===== src/logic/pief_defines.svh =====
// pief_defines.svh: offsets, field positions and reset values of the
// port input and external interrupt flag block.
// assumes: included by its bare name from the package and the design file.
`ifndef PIEF_DEFINES_SVH
`define PIEF_DEFINES_SVH

// register indices as printed; byte address is four times the index
`define PIEF_IDX_PORT0        8'h02
`define PIEF_IDX_PORT1        8'h03
`define PIEF_IDX_FLAGS_LOW    8'h04
`define PIEF_IDX_EN_LOW       8'h05
`define PIEF_IDX_FLAGS_HIGH   8'h06
`define PIEF_IDX_EN_HIGH      8'h07
`define PIEF_IDX_POLARITY     8'h0A
`define PIEF_IDX_LATCH        8'h0B
`define PIEF_IDX_IRQ_MASK     8'h0C

// field layout
`define PIEF_PORT1_MSB        3'h6
`define PIEF_HIGH_SRC_CNT     3'h4

// reset values
`define PIEF_FLAGS_RST        8'h00
`define PIEF_EN_RST           8'h00
`define PIEF_POL_RST          12'h000
`define PIEF_LATCH_RST        15'h7FFF
`define PIEF_MASK_RST         1'h1

`endif


===== src/logic/pief_pkg.sv =====
// pief_pkg.sv: types of the port input and external interrupt flag block.
// assumes: pief_defines.svh sits beside it.
`include "pief_defines.svh"
package pief_pkg;
	// full register state of the block
	typedef struct packed {
		logic [7:0]  p0_s1;      // pin sync stage 1
		logic [7:0]  p0_s2;      // pin sync stage 2
		logic [7:0]  p0_s3;      // pin sync stage 3
		logic [6:0]  p1_s1;
		logic [6:0]  p1_s2;
		logic [6:0]  p1_s3;
		logic [7:0]  p0_lvl;     // debounced port 0 level
		logic [6:0]  p1_lvl;     // debounced port 1 level
		logic [11:0] x_s1;       // interrupt pin sync
		logic [11:0] x_s2;
		logic [11:0] x_s3;
		logic [11:0] x_lvl;      // accepted interrupt pin level
		logic        x_valid;    // x_lvl holds a real sample
		logic [11:0] flags;      // edge detect flags
		logic [11:0] enables;    // source enables
		logic [11:0] polarity;   // edge polarity selects
		logic [14:0] latch;      // output latch bits, pullup control
		logic        mask;       // global interrupt mask
		logic        irq;        // interrupt request
		logic        pready;
		logic [31:0] prdata;
		logic        pslverr;
	} pief_state_type;
endpackage : pief_pkg


===== src/logic/pief_top.sv =====
// pief_top.sv: port input registers and external interrupt flags on APB.
// assumes: one 100 MHz clock, synchronous active-high reset, pins
// asynchronous to the clock, an APB master with 32-bit data.
`timescale 1ns/1ps
`default_nettype none
`include "pief_defines.svh"

module pief_top (
	input  wire logic        clk_sys_i,
	input  wire logic        reset_i,
	input  wire logic        psel_i,
	input  wire logic        penable_i,
	input  wire logic        pwrite_i,
	input  wire logic [11:0] paddr_i,
	input  wire logic [31:0] pwdata_i,
	input  wire logic [3:0]  pstrb_i,
	output logic             pready_o,
	output logic [31:0]      prdata_o,
	output logic             pslverr_o,
	input  wire logic [7:0]  port0_pins_i,
	input  wire logic [6:0]  port1_pins_i,
	input  wire logic [11:0] ext_int_pins_i,
	output logic [14:0]      pullup_en_o,
	output logic             irq_o
);

	// the whole state and its next value
	pief_pkg::pief_state_type st_r;
	pief_pkg::pief_state_type st_nxt;

	// bus decode helpers
	logic       acc_w;     // access phase of a transfer
	logic [7:0] idx_w;     // register index from byte address
	logic       aligned_w; // low address bits clear, index in range
	assign acc_w     = psel_i & penable_i;
	assign idx_w     = paddr_i[9:2];
	assign aligned_w = (paddr_i[1:0] == 2'h0) & (paddr_i[11:10] == 2'h0);

	// how the pieces fit together:
	//   every pin, port or interrupt, runs through three flops; stage 1 is
	//   the metastability catcher and nothing but stage 2 reads it.
	//   a new level is accepted only when stages 2 and 3 agree, which
	//   filters single-clock glitches at the cost of two clocks of latency.
	//   the accepted level of a port pin is what software reads back, so
	//   the pin registers always show the filtered live state.
	//   the accepted level of an interrupt pin is compared with its last
	//   accepted level; a change in the chosen direction sets the flag.
	//   x_valid blocks the very first comparison after reset, because the
	//   stored level then still holds whatever the pin had during reset.
	// hazards:
	//   a flag write and a pin edge may land in one clock; the edge wins,
	//   otherwise an event arriving during the clear would be lost forever.
	//   a write with the polarity bit changing may itself look like an
	//   edge to software; the hardware only uses the polarity it already
	//   held when the edge was accepted.
	//   the sync chain keeps running in reset so the pin registers are
	//   valid as soon as reset drops, which the pin registers need since
	//   their reset value is the pin state, not a constant.
	// trade-offs:
	//   all bus answers are registered, costing one wait state per
	//   transfer but keeping every output straight from a flop.
	//   the request is registered too, so it trails the flag change by
	//   nothing: both come from the same next-state value.
	//   the global mask is an extra gate beside the per-source enables;
	//   it resets to one so that the enables alone decide after reset.
	// limitations:
	//   pulses shorter than two clocks may be missed on any pin.
	//   pin direction is not known here; pullups follow the latch bits
	//   alone, and the outer logic must qualify them with direction.
	//   only byte lane 0 carries the eight-bit registers; the wider
	//   polarity and latch registers need lanes 0 and 1 together.

	// next state: pins, edges, flags, bus
	always_comb begin
		logic [11:0] rise;
		logic [11:0] fall;
		logic [11:0] hit;
		logic [11:0] clr;
		logic        wr;
		logic        known;
		logic [31:0] rd;
		rise  = 12'h000;
		fall  = 12'h000;
		hit   = 12'h000;
		clr   = 12'h000;
		wr    = 1'b0;
		known = 1'b0;
		rd    = 32'h0000_0000;
		st_nxt = st_r;
		// three-stage pin sync; stage 1 feeds only stage 2
		st_nxt.p0_s1 = port0_pins_i;
		st_nxt.p0_s2 = st_r.p0_s1;
		st_nxt.p0_s3 = st_r.p0_s2;
		st_nxt.p1_s1 = port1_pins_i;
		st_nxt.p1_s2 = st_r.p1_s1;
		st_nxt.p1_s3 = st_r.p1_s2;
		st_nxt.x_s1  = ext_int_pins_i;
		st_nxt.x_s2  = st_r.x_s1;
		st_nxt.x_s3  = st_r.x_s2;
		// a level counts once stages 2 and 3 agree
		for (int i = 0; i < 8; i++) begin
			if (st_r.p0_s2[i] == st_r.p0_s3[i]) begin
				st_nxt.p0_lvl[i] = st_r.p0_s3[i];
			end
		end
		for (int i = 0; i < 7; i++) begin
			if (st_r.p1_s2[i] == st_r.p1_s3[i]) begin
				st_nxt.p1_lvl[i] = st_r.p1_s3[i];
			end
		end
		// edge detect; first accepted sample after reset sets no flag
		for (int i = 0; i < 12; i++) begin
			if (st_r.x_s2[i] == st_r.x_s3[i]) begin
				st_nxt.x_lvl[i] = st_r.x_s3[i];
				rise[i] = st_r.x_valid & ~st_r.x_lvl[i] & st_r.x_s3[i];
				fall[i] = st_r.x_valid & st_r.x_lvl[i] & ~st_r.x_s3[i];
			end
		end
		st_nxt.x_valid = 1'b1;
		hit = (fall & st_r.polarity) | (rise & ~st_r.polarity);
		// APB: one wait state, answer on second access cycle
		st_nxt.pready  = acc_w & ~st_r.pready;
		st_nxt.pslverr = 1'b0;
		st_nxt.prdata  = 32'h0000_0000;
		// misaligned writes must have no effect at all, so alignment gates here
		wr = acc_w & ~st_r.pready & pwrite_i & pstrb_i[0] & aligned_w;
		case (idx_w)
			`PIEF_IDX_PORT0: begin
				known = 1'b1;
				rd[7:0] = st_r.p0_lvl;
			end
			`PIEF_IDX_PORT1: begin
				known = 1'b1;
				rd[7:0] = {1'b0, st_r.p1_lvl};
			end
			`PIEF_IDX_FLAGS_LOW: begin
				known = 1'b1;
				rd[7:0] = st_r.flags[7:0];
				if (wr) begin
					clr[7:0] = ~pwdata_i[7:0] & st_r.flags[7:0];
					hit[7:0] = hit[7:0] | pwdata_i[7:0];
				end
			end
			`PIEF_IDX_EN_LOW: begin
				known = 1'b1;
				rd[7:0] = st_r.enables[7:0];
				if (wr) begin
					st_nxt.enables[7:0] = pwdata_i[7:0];
				end
			end
			`PIEF_IDX_FLAGS_HIGH: begin
				known = 1'b1;
				rd[7:0] = {4'h0, st_r.flags[11:8]};
				if (wr) begin
					clr[11:8] = ~pwdata_i[3:0] & st_r.flags[11:8];
					hit[11:8] = hit[11:8] | pwdata_i[3:0];
				end
			end
			`PIEF_IDX_EN_HIGH: begin
				known = 1'b1;
				rd[7:0] = {4'h0, st_r.enables[11:8]};
				if (wr) begin
					st_nxt.enables[11:8] = pwdata_i[3:0];
				end
			end
			`PIEF_IDX_POLARITY: begin
				known = 1'b1;
				rd[11:0] = st_r.polarity;
				if (wr & pstrb_i[1]) begin
					st_nxt.polarity = pwdata_i[11:0];
				end
			end
			`PIEF_IDX_LATCH: begin
				known = 1'b1;
				rd[14:0] = st_r.latch;
				if (wr & pstrb_i[1]) begin
					st_nxt.latch = pwdata_i[14:0];
				end
			end
			`PIEF_IDX_IRQ_MASK: begin
				known = 1'b1;
				rd[0] = st_r.mask;
				if (wr) begin
					st_nxt.mask = pwdata_i[0];
				end
			end
			default: begin
				known = 1'b0; // unmapped: error, reads zero
			end
		endcase
		known = known & aligned_w;
		if (acc_w & ~st_r.pready) begin
			st_nxt.prdata  = known ? rd : 32'h0000_0000;
			st_nxt.pslverr = ~known;
		end
		// sticky flags: set beats clear in the same cycle
		if (~known) begin
			clr = 12'h000;
		end
		st_nxt.flags = (st_r.flags & ~clr) | hit;
		// level request: any flag with its enable, gated by mask
		// next mask too, so a mask write and the request move together
		st_nxt.irq = st_nxt.mask & |(st_nxt.flags & st_nxt.enables);
		// reset loads control reset values, latch and mask to ones; sync chain keeps running
		if (reset_i) begin
			st_nxt.flags    = {4'h0, `PIEF_FLAGS_RST};
			st_nxt.enables  = {4'h0, `PIEF_EN_RST};
			st_nxt.polarity = `PIEF_POL_RST;
			st_nxt.latch    = `PIEF_LATCH_RST;
			st_nxt.mask     = `PIEF_MASK_RST;
			st_nxt.irq      = 1'b0;
			st_nxt.x_valid  = 1'b0;
			st_nxt.pready   = 1'b0;
			st_nxt.prdata   = 32'h0000_0000;
			st_nxt.pslverr  = 1'b0;
		end
	end

	// single register bank
	always_ff @(posedge clk_sys_i) begin
		st_r <= st_nxt;
	end

	// pullup per pin from latch bit; outputs straight from flops
	assign pullup_en_o = st_r.latch;
	assign irq_o       = st_r.irq;
	assign pready_o    = st_r.pready;
	assign prdata_o    = st_r.prdata;
	assign pslverr_o   = st_r.pslverr;

	// bus contract as the checks below see it:
	//   a transfer is taken on the first access edge, psel and penable high
	//   with pready_o still low; pready_o answers one clock later and drops
	//   after one clock, so every transfer costs exactly one wait state.
	//   prdata_o and pslverr_o stand only while pready_o stands; between
	//   answers both sit at zero so a sloppy master sees no stale data.
	//   an unmapped or misaligned address answers with pslverr_o and has
	//   no effect; writes to the two pin registers are ignored silently.
	// pin contract:
	//   a pin level is accepted once sync stages 2 and 3 agree, so a pulse
	//   shorter than two clocks may be lost; that is the price of filtering.
	//   a chosen edge sets its flag one clock after acceptance and the
	//   request follows in the same clock as the flag.
	// interrupt contract:
	//   flags are sticky; software writes a one to set and a zero to clear,
	//   and an edge in the clearing cycle wins so no event is lost.
	//   irq_o is a level: mask and any flag with its enable.

	// a set flag 0 survives every cycle without a write to the low flag register
	flag_sticky_a: assert property (@(posedge clk_sys_i) disable iff (reset_i)
		(st_r.flags[0] && !(acc_w && pwrite_i && idx_w == `PIEF_IDX_FLAGS_LOW))
		|=> st_r.flags[0]) else $error("flag dropped");

	// no flag of any source falls while no write is under way
	no_auto_clear_a: assert property (@(posedge clk_sys_i) disable iff (reset_i)
		!(acc_w && pwrite_i) |=> ((st_r.flags & $past(st_r.flags)) == $past(st_r.flags)))
		else $error("flag cleared by hardware");

	// accepted rise with rising polarity must set the flag
	rise_sets_a: assert property (@(posedge clk_sys_i) disable iff (reset_i)
		(st_r.x_valid && !st_r.polarity[0] && !st_r.x_lvl[0] && st_r.x_s2[0]
		&& st_r.x_s3[0] && $stable(st_r.polarity)) |=> st_r.flags[0])
		else $error("rise missed");

	// accepted fall with falling polarity must set the flag
	fall_sets_a: assert property (@(posedge clk_sys_i) disable iff (reset_i)
		(st_r.x_valid && st_r.polarity[1] && st_r.x_lvl[1] && !st_r.x_s2[1]
		&& !st_r.x_s3[1] && $stable(st_r.polarity)) |=> st_r.flags[1])
		else $error("fall missed");

	// a software write of one sets the flag like an edge would
	soft_set_a: assert property (@(posedge clk_sys_i) disable iff (reset_i)
		(acc_w && !pready_o && pwrite_i && pstrb_i[0] && aligned_w
		&& idx_w == `PIEF_IDX_FLAGS_LOW && pwdata_i[2]) |=> st_r.flags[2])
		else $error("software set lost");

	// request is the level of mask and any enabled flag
	irq_level_a: assert property (@(posedge clk_sys_i) disable iff (reset_i)
		irq_o == (st_r.mask && |(st_r.flags & st_r.enables)))
		else $error("irq mismatch");

	// all enables off blocks the request whatever the flags
	irq_blocked_a: assert property (@(posedge clk_sys_i) disable iff (reset_i)
		(st_r.enables == 12'h000) |-> !irq_o) else $error("irq not blocked");

	// the global mask off blocks the request as well
	mask_gate_a: assert property (@(posedge clk_sys_i) disable iff (reset_i)
		!st_r.mask |-> !irq_o) else $error("irq through mask");

	// an enable write lands one clock after it is taken
	en_write_a: assert property (@(posedge clk_sys_i) disable iff (reset_i)
		(acc_w && !pready_o && pwrite_i && pstrb_i[0] && aligned_w
		&& idx_w == `PIEF_IDX_EN_LOW) |=> st_r.enables[7:0] == $past(pwdata_i[7:0]))
		else $error("enable write lost");

	// port 1 answers never show the reserved bit or anything above
	high_bits_a: assert property (@(posedge clk_sys_i) disable iff (reset_i)
		(pready_o && prdata_o[31:7] != 25'h0000000) |->
		!$past(idx_w == `PIEF_IDX_PORT1)) else $error("reserved bit set");

	// port 0 answers carry the accepted pin levels
	port0_rd_a: assert property (@(posedge clk_sys_i) disable iff (reset_i)
		(pready_o && !pslverr_o && $past(idx_w == `PIEF_IDX_PORT0)) |->
		prdata_o == {24'h000000, $past(st_r.p0_lvl)}) else $error("port0 read wrong");

	// port 1 answers carry the accepted levels below a zero top bit
	port1_rd_a: assert property (@(posedge clk_sys_i) disable iff (reset_i)
		(pready_o && !pslverr_o && $past(idx_w == `PIEF_IDX_PORT1)) |->
		prdata_o == {25'h0000000, $past(st_r.p1_lvl)}) else $error("port1 read wrong");

	// upper flag register reads zero above its four sources
	flags_high_rd_a: assert property (@(posedge clk_sys_i) disable iff (reset_i)
		(pready_o && $past(idx_w == `PIEF_IDX_FLAGS_HIGH)) |->
		prdata_o[31:4] == 28'h0000000) else $error("flag high bits set");

	// upper enable register reads zero above its four sources
	en_high_rd_a: assert property (@(posedge clk_sys_i) disable iff (reset_i)
		(pready_o && $past(idx_w == `PIEF_IDX_EN_HIGH)) |->
		prdata_o[31:4] == 28'h0000000) else $error("enable high bits set");

	// reset_i clears flags, enables and the request
	reset_clear_a: assert property (@(posedge clk_sys_i)
		reset_i |=> (st_r.flags == 12'h000 && st_r.enables == 12'h000 && !irq_o))
		else $error("reset left state");

	// a steady pin reaches the port 0 register within four clocks
	port0_follow_a: assert property (@(posedge clk_sys_i) disable iff (reset_i)
		(port0_pins_i == 8'hA5)[*4] |=> st_r.p0_lvl == 8'hA5)
		else $error("port0 stale");

	// pullups come back on after reset
	pullup_a: assert property (@(posedge clk_sys_i)
		reset_i |=> pullup_en_o == `PIEF_LATCH_RST)
		else $error("pullup reset wrong");

	// a latch write moves the pullups one clock later
	latch_write_a: assert property (@(posedge clk_sys_i) disable iff (reset_i)
		(acc_w && !pready_o && pwrite_i && pstrb_i[1:0] == 2'h3 && aligned_w
		&& idx_w == `PIEF_IDX_LATCH) |=> pullup_en_o == $past(pwdata_i[14:0]))
		else $error("pullup write lost");

	// every taken transfer is answered after one wait state
	ready_one_a: assert property (@(posedge clk_sys_i) disable iff (reset_i)
		(psel_i && penable_i && !pready_o) |=> pready_o) else $error("no answer");

	// the answer stands for exactly one clock
	ready_pulse_a: assert property (@(posedge clk_sys_i) disable iff (reset_i)
		pready_o |=> !pready_o) else $error("answer too long");

	// between answers the data and error lines rest at zero
	idle_quiet_a: assert property (@(posedge clk_sys_i) disable iff (reset_i)
		!pready_o |-> (prdata_o == 32'h0000_0000 && !pslverr_o))
		else $error("idle bus not quiet");

	// an error answer carries no data
	err_zero_a: assert property (@(posedge clk_sys_i) disable iff (reset_i)
		pslverr_o |-> prdata_o == 32'h0000_0000) else $error("error with data");

	// a misaligned address is refused
	misalign_err_a: assert property (@(posedge clk_sys_i) disable iff (reset_i)
		(acc_w && !pready_o && !aligned_w) |=> pslverr_o)
		else $error("misaligned accepted");

	// main scenarios reached by the bench
	irq_seen_c: cover property (@(posedge clk_sys_i) disable iff (reset_i) $rose(irq_o));
	flag_clr_c: cover property (@(posedge clk_sys_i) disable iff (reset_i) $fell(st_r.flags[0]));
	err_c: cover property (@(posedge clk_sys_i) disable iff (reset_i) pslverr_o);
	high_src_c: cover property (@(posedge clk_sys_i) disable iff (reset_i) $rose(st_r.flags[11]));

endmodule : pief_top
`default_nettype wire


===== config.mk =====
export PLATFORM = sky130hd
export DESIGN_NAME = pief_top
export DESIGN_NICKNAME = d
export VERILOG_FILES = /design/src/logic/pief_pkg.sv /design/src/logic/pief_top.sv
export VERILOG_INCLUDE_DIRS = /design/src /design/src/logic
export SDC_FILE = /design/constraint.sdc
export NUM_CORES = 1
export LEC_CHECK = 0
export ABC_CLOCK_PERIOD_IN_PS = 2200
export BUFFER_PORTS_ARGS = -buffer_cell sky130_fd_sc_hd__buf_2
export CAP_MARGIN = 20
export CORE_UTILIZATION = 25
export CTS_CLUSTER_DIAMETER = 100
export DETAILED_ROUTE_END_ITERATION = 10
export PLACE_DENSITY = 0.46
export SKIP_CTS_REPAIR_TIMING = 1
export SLEW_MARGIN = 20
export SYNTH_ARGS = -nofsm -noshare
export SYNTH_HDL_FRONTEND = slang
export SYNTH_SLANG_ARGS = --single-unit
export TNS_END_PERCENT = 30

===== constraint.sdc =====
create_clock -name clk_sys_i -period 2.2 [get_ports clk_sys_i]
set_input_delay 0 -clock clk_sys_i [delete_from_list [all_inputs] [get_ports clk_sys_i]]
set_output_delay 0 -clock clk_sys_i [all_outputs]
set_load 0.05 [all_outputs]

Word level (Yosys, flattened, before mapping)
Index checks and enable logic that the tools add are counted.
- equality and inequality tests: 36
- multiplexer cells: 51
- bitwise gates (word level): 99
- reductions and logical operators: 9
- operators by type and width (operator ; count):
    $mux 88 ; 1
    $and 1x1->1 ; 57
    $pmux 7 s8 ; 1
    $and 12x12->12 ; 4
    $mux 8 ; 6
    $mux 15 ; 3
    $mux 12 ; 3
    $eq 8x3->1 const B ; 4
    $not 1->1 ; 28
    $eq 1x1->1 ; 27
    $mux 1 ; 27
    $eq 8x4->1 const B ; 3
    $mux 4 ; 6
    $not 12->12 ; 2
    $or 12x12->12 ; 2
    $eq 8x2->1 const B ; 2
    $mux 16 ; 1
    $reduce_or 12->1 ; 1
    $pmux 1 s9 ; 1
    $reduce_or 9->1 ; 1
    $and 8x8->8 ; 1
    $not 8->8 ; 1
    $or 8x8->8 ; 1
    $pmux 4 s2 ; 1
    9 further kinds ; 11
- register bits: 196
- logic and storage cells: 243

Longest topological paths before layout
Gate-level depths: netlist of run 1.
- depth after elaboration: 15
- gate-level depth with buffers: 9

Worst setup path before layout of run 1
No wires, ideal clock.
- path kind: register to register
- start point: reg st_r (netlist bit pready_o)
- end point: reg st_r (netlist bit irq_o)
- setup time: 0.143 ns
- arrival: 2.211 ns
- required time: 2.057 ns
- setup slack: -0.154 ns
- stages on the path, launching flop included: 10
- path buffers: 2
- period minus slack after synthesis: 2.354 ns
- cells stage by stage: dfxtp_1 -> nand3b_1 -> or3_1 -> buf_6 -> or2_1 -> buf_6 -> nor3_1 -> or3_1 -> and4_1 -> a311oi_2
- longest elaborated chain between the ends: 14
- elaborated cells on any way between the ends: 26
- those cells by class: mux: 15; bitwise: 10; reduce/logical: 1
- ends and longest elaborated chain (element ; RTL line ; source):
    start, declared ; pief_top.sv:28 ; pief_pkg::pief_state_type st_r;
    start signal, assigned ; pief_top.sv:221 ; st_r <= st_nxt;
    $not 1->1 * ; pief_top.sv:126 ; wr = acc_w & ~st_r.pready & pwrite_i & pstrb_i[0] & aligned_w;
    $and 1x1->1 * (4 in series) ; pief_top.sv:126 ;
    $mux 8 or $mux 4 (tied branches) ; pief_top.sv:139, pief_top.sv:154 ;
    $mux 8 or $mux 4 (tied branches) ; pief_top.sv:127 ; case (idx_w)
    $mux 12 ; pief_top.sv:197 ; if (~known) begin
    $not 12->12 ; pief_top.sv:200 ; st_nxt.flags = (st_r.flags & ~clr) | hit;
    $and 12x12->12 ; pief_top.sv:200 ;
    $or 12x12->12 ; pief_top.sv:200 ;
    $and 12x12->12 ; pief_top.sv:203 ; st_nxt.irq = st_nxt.mask & |(st_nxt.flags & st_nxt.enables);
    $reduce_or 12->1 ; pief_top.sv:203 ;
    $and 1x1->1 * ; pief_top.sv:203 ;
Every way passes the cells marked *; elsewhere a longest branch is shown, timed or not.
A chain may end at the register's enable or synchronous reset.

Final worst setup path of run 1
Same ends and word-level chain as after synthesis.

==> reports/qor.csv, run 1 <==
metric;value;unit
IO buf count;93;
switching pwr;1.72;mW
VDD IR max;0.000414;V
Startpoint Class;register;
grt total ovfl;0;
vias in the first global route;4168;
combinational fraction of design power;6.1;%
initial antenna violation count;1;
first-pass GRT wire length;23600;um
Data required, critical path;2.54;ns
Worst-path clk slew;0.07;ns
starting density of the core;25.8;%
CP arrival;2.53;ns
Worst Tran Pin Value;0.720;ns
global-route usage over all layers;11.9;%
top-count cell post-synth;dfxtp_1;
Hold Path Class;primary input to register;
most frequent cells after synthesis;dfxtp_1, nand2_1, nor2_1;
Vias/cell;4.22;
Area contributors post-synth;dfxtp_1, edfxtp_1, mux2i_1, buf_4, xnor2_1;
hold path start;pwdata_i[5];
outcome;finished, violations left;
CTS tree;built;
largest net degree at the start of global routing;24;
min cycle time layout;2.19;ns
f_max;457;MHz
top_reg_cell synth;dfxtp_1;
Clk pwr share;43.5;%
site row count;58;
Yosys reg bits;179;
count of non-filler cells in the finished layout;1080;
setup violators final;0;
Critical Path Sink Type;register;
R2R cell count;9;
Area Overhead vs Synth;31.0;%
final hold violations;4;
Worst Hold Endpoint;st_r[56]$_SDFFE_PP0P_;
final period utilization;99.5;%
Leak;3.30;nW
yosys warns;0;
Max Cap Violations;0;
Clk Latency, worst-skew pair;0.43;ns
layout cells sized above 1;29.1;%
drt total wl;15900;um
r2r setup slk;0.01;ns
EDFF count, synth;27;
async set-reset flop share out of synthesis;0;%
DP HPWL;11200;um
antenna-violating nets left;0;
Die Ht;164;um
Unique masters post-synth;50;
DP Worst Slack;-0.283;ns
via count;4561;
antenna diode count;0;
Max clock buf depth;2;
dpl cells;1002;
io pins;130;
worst hold margin;-0.131;ns
Crit Path Max Fanout;9;
CTS Root Cell;clkbuf_16;
Sw Ratio;24.7;%
drt drc;0;
wire length per cell;14.7;um
routability cong.;0.831;
post-synth top area cell;dfxtp_1;
PnR worst setup slack;0.0120;ns
reg2reg start;pready_o$_SDFF_PP0_;
final core utilization;33.7;%
Std-Cell Core Area;25400;sq um
die area;26800;sq um
sequential share of power;50.5;%
hold path depth;3;
DRT Pass-1 Iters;4;
reg-to-reg critical path endpoint;irq_o$_SDFF_PP0_;
Clock Skew;0.00916;ns
failing checks;hold timing;
Slew headroom;51.7;%
Final TNS setup;0;ns
fin area;8570;sq um
Seq/Total Area, Yosys;58.9;%
initial drt markers;207;
die width;164;um
Num Clock Sinks;179;
kind of critical path;register to register;
cell area after synthesis;6540;sq um
Final nets;817;
top-area cell type share of the netlist area;46.5;%
Avg Inst Size Synth;11.2;sq um
cts bufs inserted;17;
placed cell area;7440;sq um
Slew Limit Fails;0;
RSZ-0062 raised after global routing;yes;
Synth Instances;585;
Internal Power;5.27;mW
Power Density;816;nW/um^2
CTS H-tree depth;4;
==> worst max-delay path by stage <==
stage | start | endpoint | slack, ns | depth (start not counted)
after global placement | paddr_i[11] | irq_o$_SDFF_PP0_ | -0.32 | 9
after floorplan | pready_o$_SDFF_PP0_ | irq_o$_SDFF_PP0_ | 0.02 | 9
after detailed placement | paddr_i[11] | irq_o$_SDFF_PP0_ | -0.28 | 9
after global routing | pready_o$_SDFF_PP0_ | irq_o$_SDFF_PP0_ | -0.05 | 9
final | pready_o$_SDFF_PP0_ | irq_o$_SDFF_PP0_ | 0.01 | 9
after CTS | pready_o$_SDFF_PP0_ | irq_o$_SDFF_PP0_ | -0.16 | 8
==> stage by stage <==
stage / total power, mW / hold slack, ns
after floorplan: 3.83 / 0.0277
after global placement: 3.96 / 0.103
after detailed placement: 3.97 / 0.104
after CTS: 7.04 / -0.359
after global routing: 7.28 / -0.132
final: 6.99 / -0.131
==> layout by cell type, fill, tap and decap left out, types with 18 or more instances in the layout <==
master	synthesis	final
dfxtp_1	152	151
nand2_1	55	55
xnor2_1	27	27
nor2_1	53	52
edfxtp_1	27	27
dlygate4sd3_1	0	42
buf_2	3	93
clkbuf_16	0	18
buf_4	47	47
mux2i_1	37	33
a21oi_1	19	19
==> final cells by class <==
cell class,instances,area (sq um)
tap,330,413
timing repair buffer,188,1350
fill,2613,16800
clock buffer,17,425
inverter,3,11.3
clock inverter,15,160
multi-input combinational,348,2360
sequential,179,3860
==> power groups by stage <==
stage | Sequential [mW] | Combinational, mW | Clock [mW]
after global placement | 3.60 | 0.361 | 0
after floorplan | 3.59 | 0.245 | 0
final | 3.53 | 0.425 | 3.04
after global routing | 3.55 | 0.462 | 3.27
after detailed placement | 3.61 | 0.364 | 0
after CTS | 3.53 | 0.364 | 3.15
==> cells by family (layout without fill, tap and decap cells) <==
group / Yosys count / count (layout) / share of synthesized area [%]
simple gates: 198 / 198 / 15.6
flops: 179 / 179 / 58.9
buf+inv: 74 / 223 / 7.46
compound gates: 59 / 59 / 5.93
mux: 47 / 47 / 8.41
xor+xnor: 27 / 27 / 3.61
other cells: 1 / 17 / 0.0573
==> routing by layer <==
layer | part of all wire (%) | GRT usage, %
met2 | 43 | 17.5
met3 | 6.7 | 3.76
met5 | 0.069 | 0
met4 | 1.6 | 4.80
met1 | 49 | 15.9
==> flip-flops by register name (all words and copies together), names as in the netlist <==
signal	count
pready_o	1
st_nxt	54
st_r	92
pslverr_o	1
pullup_en_o	15
irq_o	1
prdata_o	15
==> worst max-delay path, cell delays in order, from the launching register on <==
cell and delay, ns:
dfxtp_4 0.34, nand3b_1 0.22, buf_6 0.17, nor3_4 0.17, and3_4 0.22, buf_12 0.14
mux2i_1 0.09, or3_1 0.35, and4_1 0.21, a311oi_2 0.20
Power figures use the tool's default switching activity.
==> run 2, diff against run 1 <==
--- a/config.mk
+++ b/config.mk
@@ -6,13 +6,14 @@
 export SDC_FILE = /design/constraint.sdc
 export NUM_CORES = 1
 export LEC_CHECK = 0
-export ABC_CLOCK_PERIOD_IN_PS = 2200
+export ABC_CLOCK_PERIOD_IN_PS = 1800
 export BUFFER_PORTS_ARGS = -buffer_cell sky130_fd_sc_hd__buf_2
 export CAP_MARGIN = 20
 export CORE_UTILIZATION = 25
 export CTS_CLUSTER_DIAMETER = 100
 export DETAILED_ROUTE_END_ITERATION = 10
 export PLACE_DENSITY = 0.46
+export SETUP_SLACK_MARGIN = 0.4
 export SKIP_CTS_REPAIR_TIMING = 1
 export SLEW_MARGIN = 20
 export SYNTH_ARGS = -nofsm -noshare
==> constraint.sdc (replaced) <==
create_clock -name clk_sys_i -period 1.8 [get_ports clk_sys_i]
set_input_delay 0 -clock clk_sys_i [delete_from_list [all_inputs] [get_ports clk_sys_i]]
set_output_delay 0 -clock clk_sys_i [all_outputs]
set_load 0.05 [all_outputs]
==> run 2 against run 1 <==
Compared with the run above: the flow finishes with violations (hold timing, setup timing); non-clock buffer count is 24 higher; sequential power is 22% higher; worst setup slack worse by 0.50 ns; flip-flop and latch count stayed put; die area stayed put; sequential share of layout area is 1.3 points lower; wire length is 0.44% higher; clock skew hardly changed; critical path type unchanged; critical endpoint unchanged; largest power group unchanged.
==> reports/qor.csv, run 2 (synthesis results as in run 1) <==
metric;value;unit
outcome;finished, violations left;
failing checks;hold timing, setup timing;
Power Density;968;nW/um^2
drt drc;0;
CTS H-tree depth;4;
Hold Path Class;primary input to register;
CTS Root Cell;clkbuf_16;
Critical Path Sink Type;register;
commonest non-fill, non-tap cell in the layout;dfxtp_1;
count of non-filler cells in the finished layout;1105;
site row count;58;
antenna-violating nets left;0;
global-route usage over all layers;12.0;%
Final nets;841;
Clk Latency, worst-skew pair;0.43;ns
PnR worst setup slack;-0.492;ns
Std-Cell Core Area;25400;sq um
Startpoint Class;register;
Die Ht;164;um
CTS tree;built;
die area;26800;sq um
layout cells sized above 1;31.9;%
Largest register FFs;92;
Slew Limit Fails;0;
CP arrival;2.63;ns
Slew headroom;55.1;%
kind of critical path;register to register;
via count;4631;
Area Overhead vs Synth;34.7;%
final period utilization;127;%
worst hold margin;-0.00611;ns
vias in the first global route;4222;
commonest cells after routing, fill and taps aside;dfxtp_1, buf_2, buf_4;
final hold violations;1;
Leak;3.44;nW
Worst-path clk slew;0.07;ns
Biggest register;st_r;
Worst Tran Pin Value;0.669;ns
Crit Path Max Fanout;8;
Clock Skew;0.00947;ns
Max clock buf depth;2;
grt total ovfl;0;
IO buf count;93;
placed cell area;7620;sq um
post-layout power;8.53;mW
largest net degree at the start of global routing;38;
io pins;130;
fin area;8820;sq um
routability cong.;0.838;
initial drt markers;236;
VDD IR max;0.000529;V
Data required, critical path;2.14;ns
die width;164;um
min cycle time layout;2.29;ns
cts bufs inserted;17;
f_max;436;MHz
RSZ-0062 raised after global routing;yes;
wire length per cell;14.4;um
Vias/cell;4.19;
DRT Pass-1 Iters;7;
initial antenna violation count;1;
Max Cap Violations;0;
starting density of the core;25.8;%
first-pass GRT wire length;23600;um
drt total wl;15900;um
DP HPWL;11200;um
Num Clock Sinks;179;
dpl cells;1024;
setup violators final;25;
run 2: changes by cell type in the layout (fill, tap and decap cells not counted), sizes merged:
cell / previous run / this run
buf: 145 / 168
clkinvlp: 1 / 0
dlygate4sd3: 42 / 43
bufinv: 1 / 0
diode: 0 / 1
clkinv: 5 / 7
run 2: path summary, 6_finish.rpt:
path                     endpoint  slack [ns]  cells past startpoint                start
min reg2reg   st_nxt[106]$_DFF_P_        0.33                      0  st_nxt[118]$_DFF_P_
min          pslverr_o$_SDFF_PP0_      -0.006                      4            penable_i
max reg2reg      irq_o$_SDFF_PP0_       -0.49                      8  pready_o$_SDFF_PP0_
max              irq_o$_SDFF_PP0_       -0.49                      8  pready_o$_SDFF_PP0_
run 2: area by class of cell:
| type | instances | area [sq um] |
|---|---|---|
| fill | 2574 | 16600 |
| sequential | 179 | 3860 |
| multi-input combinational | 348 | 2390 |
| timing repair buffer | 212 | 1550 |
| clock buffer | 17 | 425 |
| tap | 330 | 413 |
| clock inverter | 15 | 164 |
| inverter | 3 | 11.3 |
| antenna | 1 | 2.50 |
run 2: through the flow:
stage / setup WS (ns) / TNS [ns] / utilization (%)
after floorplan: -0.378 / -2.68 / -
final: -0.492 / -2.52 / 34.7
after detailed placement: -0.600 / -10.92 / 30.0
after global routing: -0.556 / -5.00 / 34.7
after global placement: -0.591 / -10.80 / 30.0
after CTS: -0.495 / -4.36 / 32.3
run 2: power by group:
part           switching, mW  internal [mW]  total (mW)
Sequential            0.0854           4.23        4.31
Combinational          0.288          0.260       0.548
Clock                   1.80           1.87        3.67
Total                   2.17           6.36        8.53
run 2: routing by layer:
metal / GRT usage (%) / share of wire, % / vias to the layer above
li1: - / - / 2343
met1: 16.2 / 49 / 2142
met2: 17.9 / 43 / 127
met3: 3.33 / 6.1 / 19
met4: 4.80 / 1.6 / 0
met5: 0 / 0 / -
run 2: critical path, stage by stage (launching register included):
cell	delay (ns)
dfxtp_4	0.34
nand3b_1	0.20
or3_4	0.39
buf_6	0.15
nor2_8	0.19
nor3_1	0.08
or3_1	0.39
and4_1	0.20
a311oi_2	0.25
==> run 3, diff against run 2 <==
==> constraint.sdc (replaced) <==
create_clock -name clk_sys_i -period 1.8 [get_ports clk_sys_i]
set_input_delay 0 -clock clk_sys_i [delete_from_list [all_inputs] [get_ports clk_sys_i]]
set_output_delay 0 -clock clk_sys_i [all_outputs]
set_load 0.01 [all_outputs]
==> run 3 against run 2 <==
Compared with the run above: the flow finishes with violations (setup timing); cell count decreased by 0.81%; clock power up 6.0%; hold slack better by 0.023 ns; power is 1.7% higher; largest power group unchanged; highest routed layer is now met5.
==> reports/qor.csv, run 3 (synthesis results as in run 1) <==
metric;value;unit
Vias/cell;4.14;
kind of critical path;register to register;
fin area;8780;sq um
Clock Skew;0.0124;ns
IO buf count;93;
CTS H-tree depth;4;
Final nets;833;
antenna diode count;0;
crit path max-delay cell type;or3_1;
drt total wl;15900;um
combinational fraction of design power;5.4;%
reg2reg start;pready_o$_SDFF_PP0_;
Worst Tran Pin Value;0.509;ns
Leak;3.40;nW
Clk pwr share;44.8;%
placed cell area;7570;sq um
DRT Pass-1 Iters;5;
io pins;130;
Internal Power;6.73;mW
CP arrival;2.49;ns
DP HPWL;11300;um
commonest cells after routing, fill and taps aside;dfxtp_1, buf_2, buf_4;
RSZ-0062 raised after global routing;yes;
switching pwr;1.94;mW
hold path start;pwdata_i[2];
first-pass GRT wire length;24000;um
die area;26800;sq um
initial drt markers;244;
Crit path largest cell delay;0.38;ns
Worst-path clk slew;0.07;ns
Slew Limit Fails;0;
Die Ht;164;um
Sw Ratio;22.4;%
R2R cell count;9;
commonest non-fill, non-tap cell in the layout;dfxtp_1;
Max clock buf depth;2;
die width;164;um
initial antenna violation count;1;
Crit path max-delay family;simple AND/OR/NAND/NOR gates;
crit path cell chain;nand3b_1, buf_4, nor3_4, and3_4, buf_4, mux2i_2, or3_1, o2111a_1, a311oi_2;
min cycle time layout;2.15;ns
wire length per cell;14.5;um
Max Cap Violations;0;
sequential share of power;49.8;%
Critical Path Sink Type;register;
setup violators final;19;
Num Clock Sinks;179;
post-layout power;8.67;mW
Std-Cell Core Area;25400;sq um
count of non-filler cells in the finished layout;1096;
site row count;58;
dpl cells;1018;
Largest register FFs;92;
Clk Latency, worst-skew pair;0.42;ns
reg-to-reg critical path endpoint;irq_o$_SDFF_PP0_;
failing checks;setup timing;
largest net degree at the start of global routing;27;
vias in the first global route;4198;
final period utilization;120;%
worst hold margin;0.0173;ns
layout cells sized above 1;30.7;%
starting density of the core;25.8;%
DP Worst Slack;-0.708;ns
CTS Root Cell;clkbuf_16;
Biggest register;st_r;
Worst Hold Endpoint;pullup_en_o[2]$_SDFFE_PP1P_;
fill count;2630;
Crit Path Max Fanout;4;
VDD IR max;0.000418;V
drt drc;0;
outcome;finished, violations left;
Area Overhead vs Synth;34.2;%
Hold Path Class;primary input to register;
via count;4538;
cts bufs inserted;17;
PnR worst setup slack;-0.354;ns
f_max;464;MHz
Power Density;987;nW/um^2
antenna-violating nets left;0;
Slew headroom;65.7;%
r2r setup slk;-0.35;ns
hold path depth;4;
Startpoint Class;register;
cell mode on critical path;buf_4;
final hold violations;0;
routability cong.;0.834;
global-route usage over all layers;12.2;%
Worst Path Buf+Inv;2;
Data required, critical path;2.14;ns
grt total ovfl;0;
CTS tree;built;
run 3: power by group through the flow:
stage	combinational [mW]	clock, mW	sequential (mW)
2_1_floorplan	0.238	0	4.38
3_3_place_gp	0.393	0	4.40
3_5_place_dp	0.394	0	4.41
4_1_cts	0.396	4.02	4.32
5_1_grt	0.521	4.21	4.33
6_report	0.471	3.89	4.31
run 3: layer usage:
metal / wire length [um] / GRT usage [%]
met1: 7900 / 17.1
met3: 958 / 3.84
met2: 6850 / 17.8
met4: 163 / 3.62
met5: 11 / 0
run 3: cell type report:
cell class	count	area, sq um	share of cell area (%)
clock buffer	18	439	5.00
multi-input combinational	348	2390	27.2
timing repair buffer	204	1500	17.1
sequential	179	3850	43.9
inverter	3	13.8	0.157
tap	330	413	4.70
clock inverter	14	175	1.99
run 3: per-stage QoR:
step                      TNS [ns]  utilization, %
after global placement      -14.05            29.8
after global routing         -6.08            34.6
final                        -4.33            34.6
after floorplan              -1.79               -
after CTS                    -5.30            32.2
after detailed placement    -13.48            29.8
run 3: worst max path at each step:
stage	from	endpoint	depth (start not counted)
finish	pready_o$_SDFF_PP0_	irq_o$_SDFF_PP0_	9
global route	pready_o$_SDFF_PP0_	irq_o$_SDFF_PP0_	9
CTS	pready_o$_SDFF_PP0_	irq_o$_SDFF_PP0_	8
detailed placement	paddr_i[11]	irq_o$_SDFF_PP0_	9
global placement	paddr_i[11]	irq_o$_SDFF_PP0_	9
floorplan	pready_o$_SDFF_PP0_	irq_o$_SDFF_PP0_	9
run 3: tightest hold or removal path: stages:
cell     delay [ns]
buf_2          0.11
buf_4          0.17
mux2i_1        0.08
nand2_1        0.05
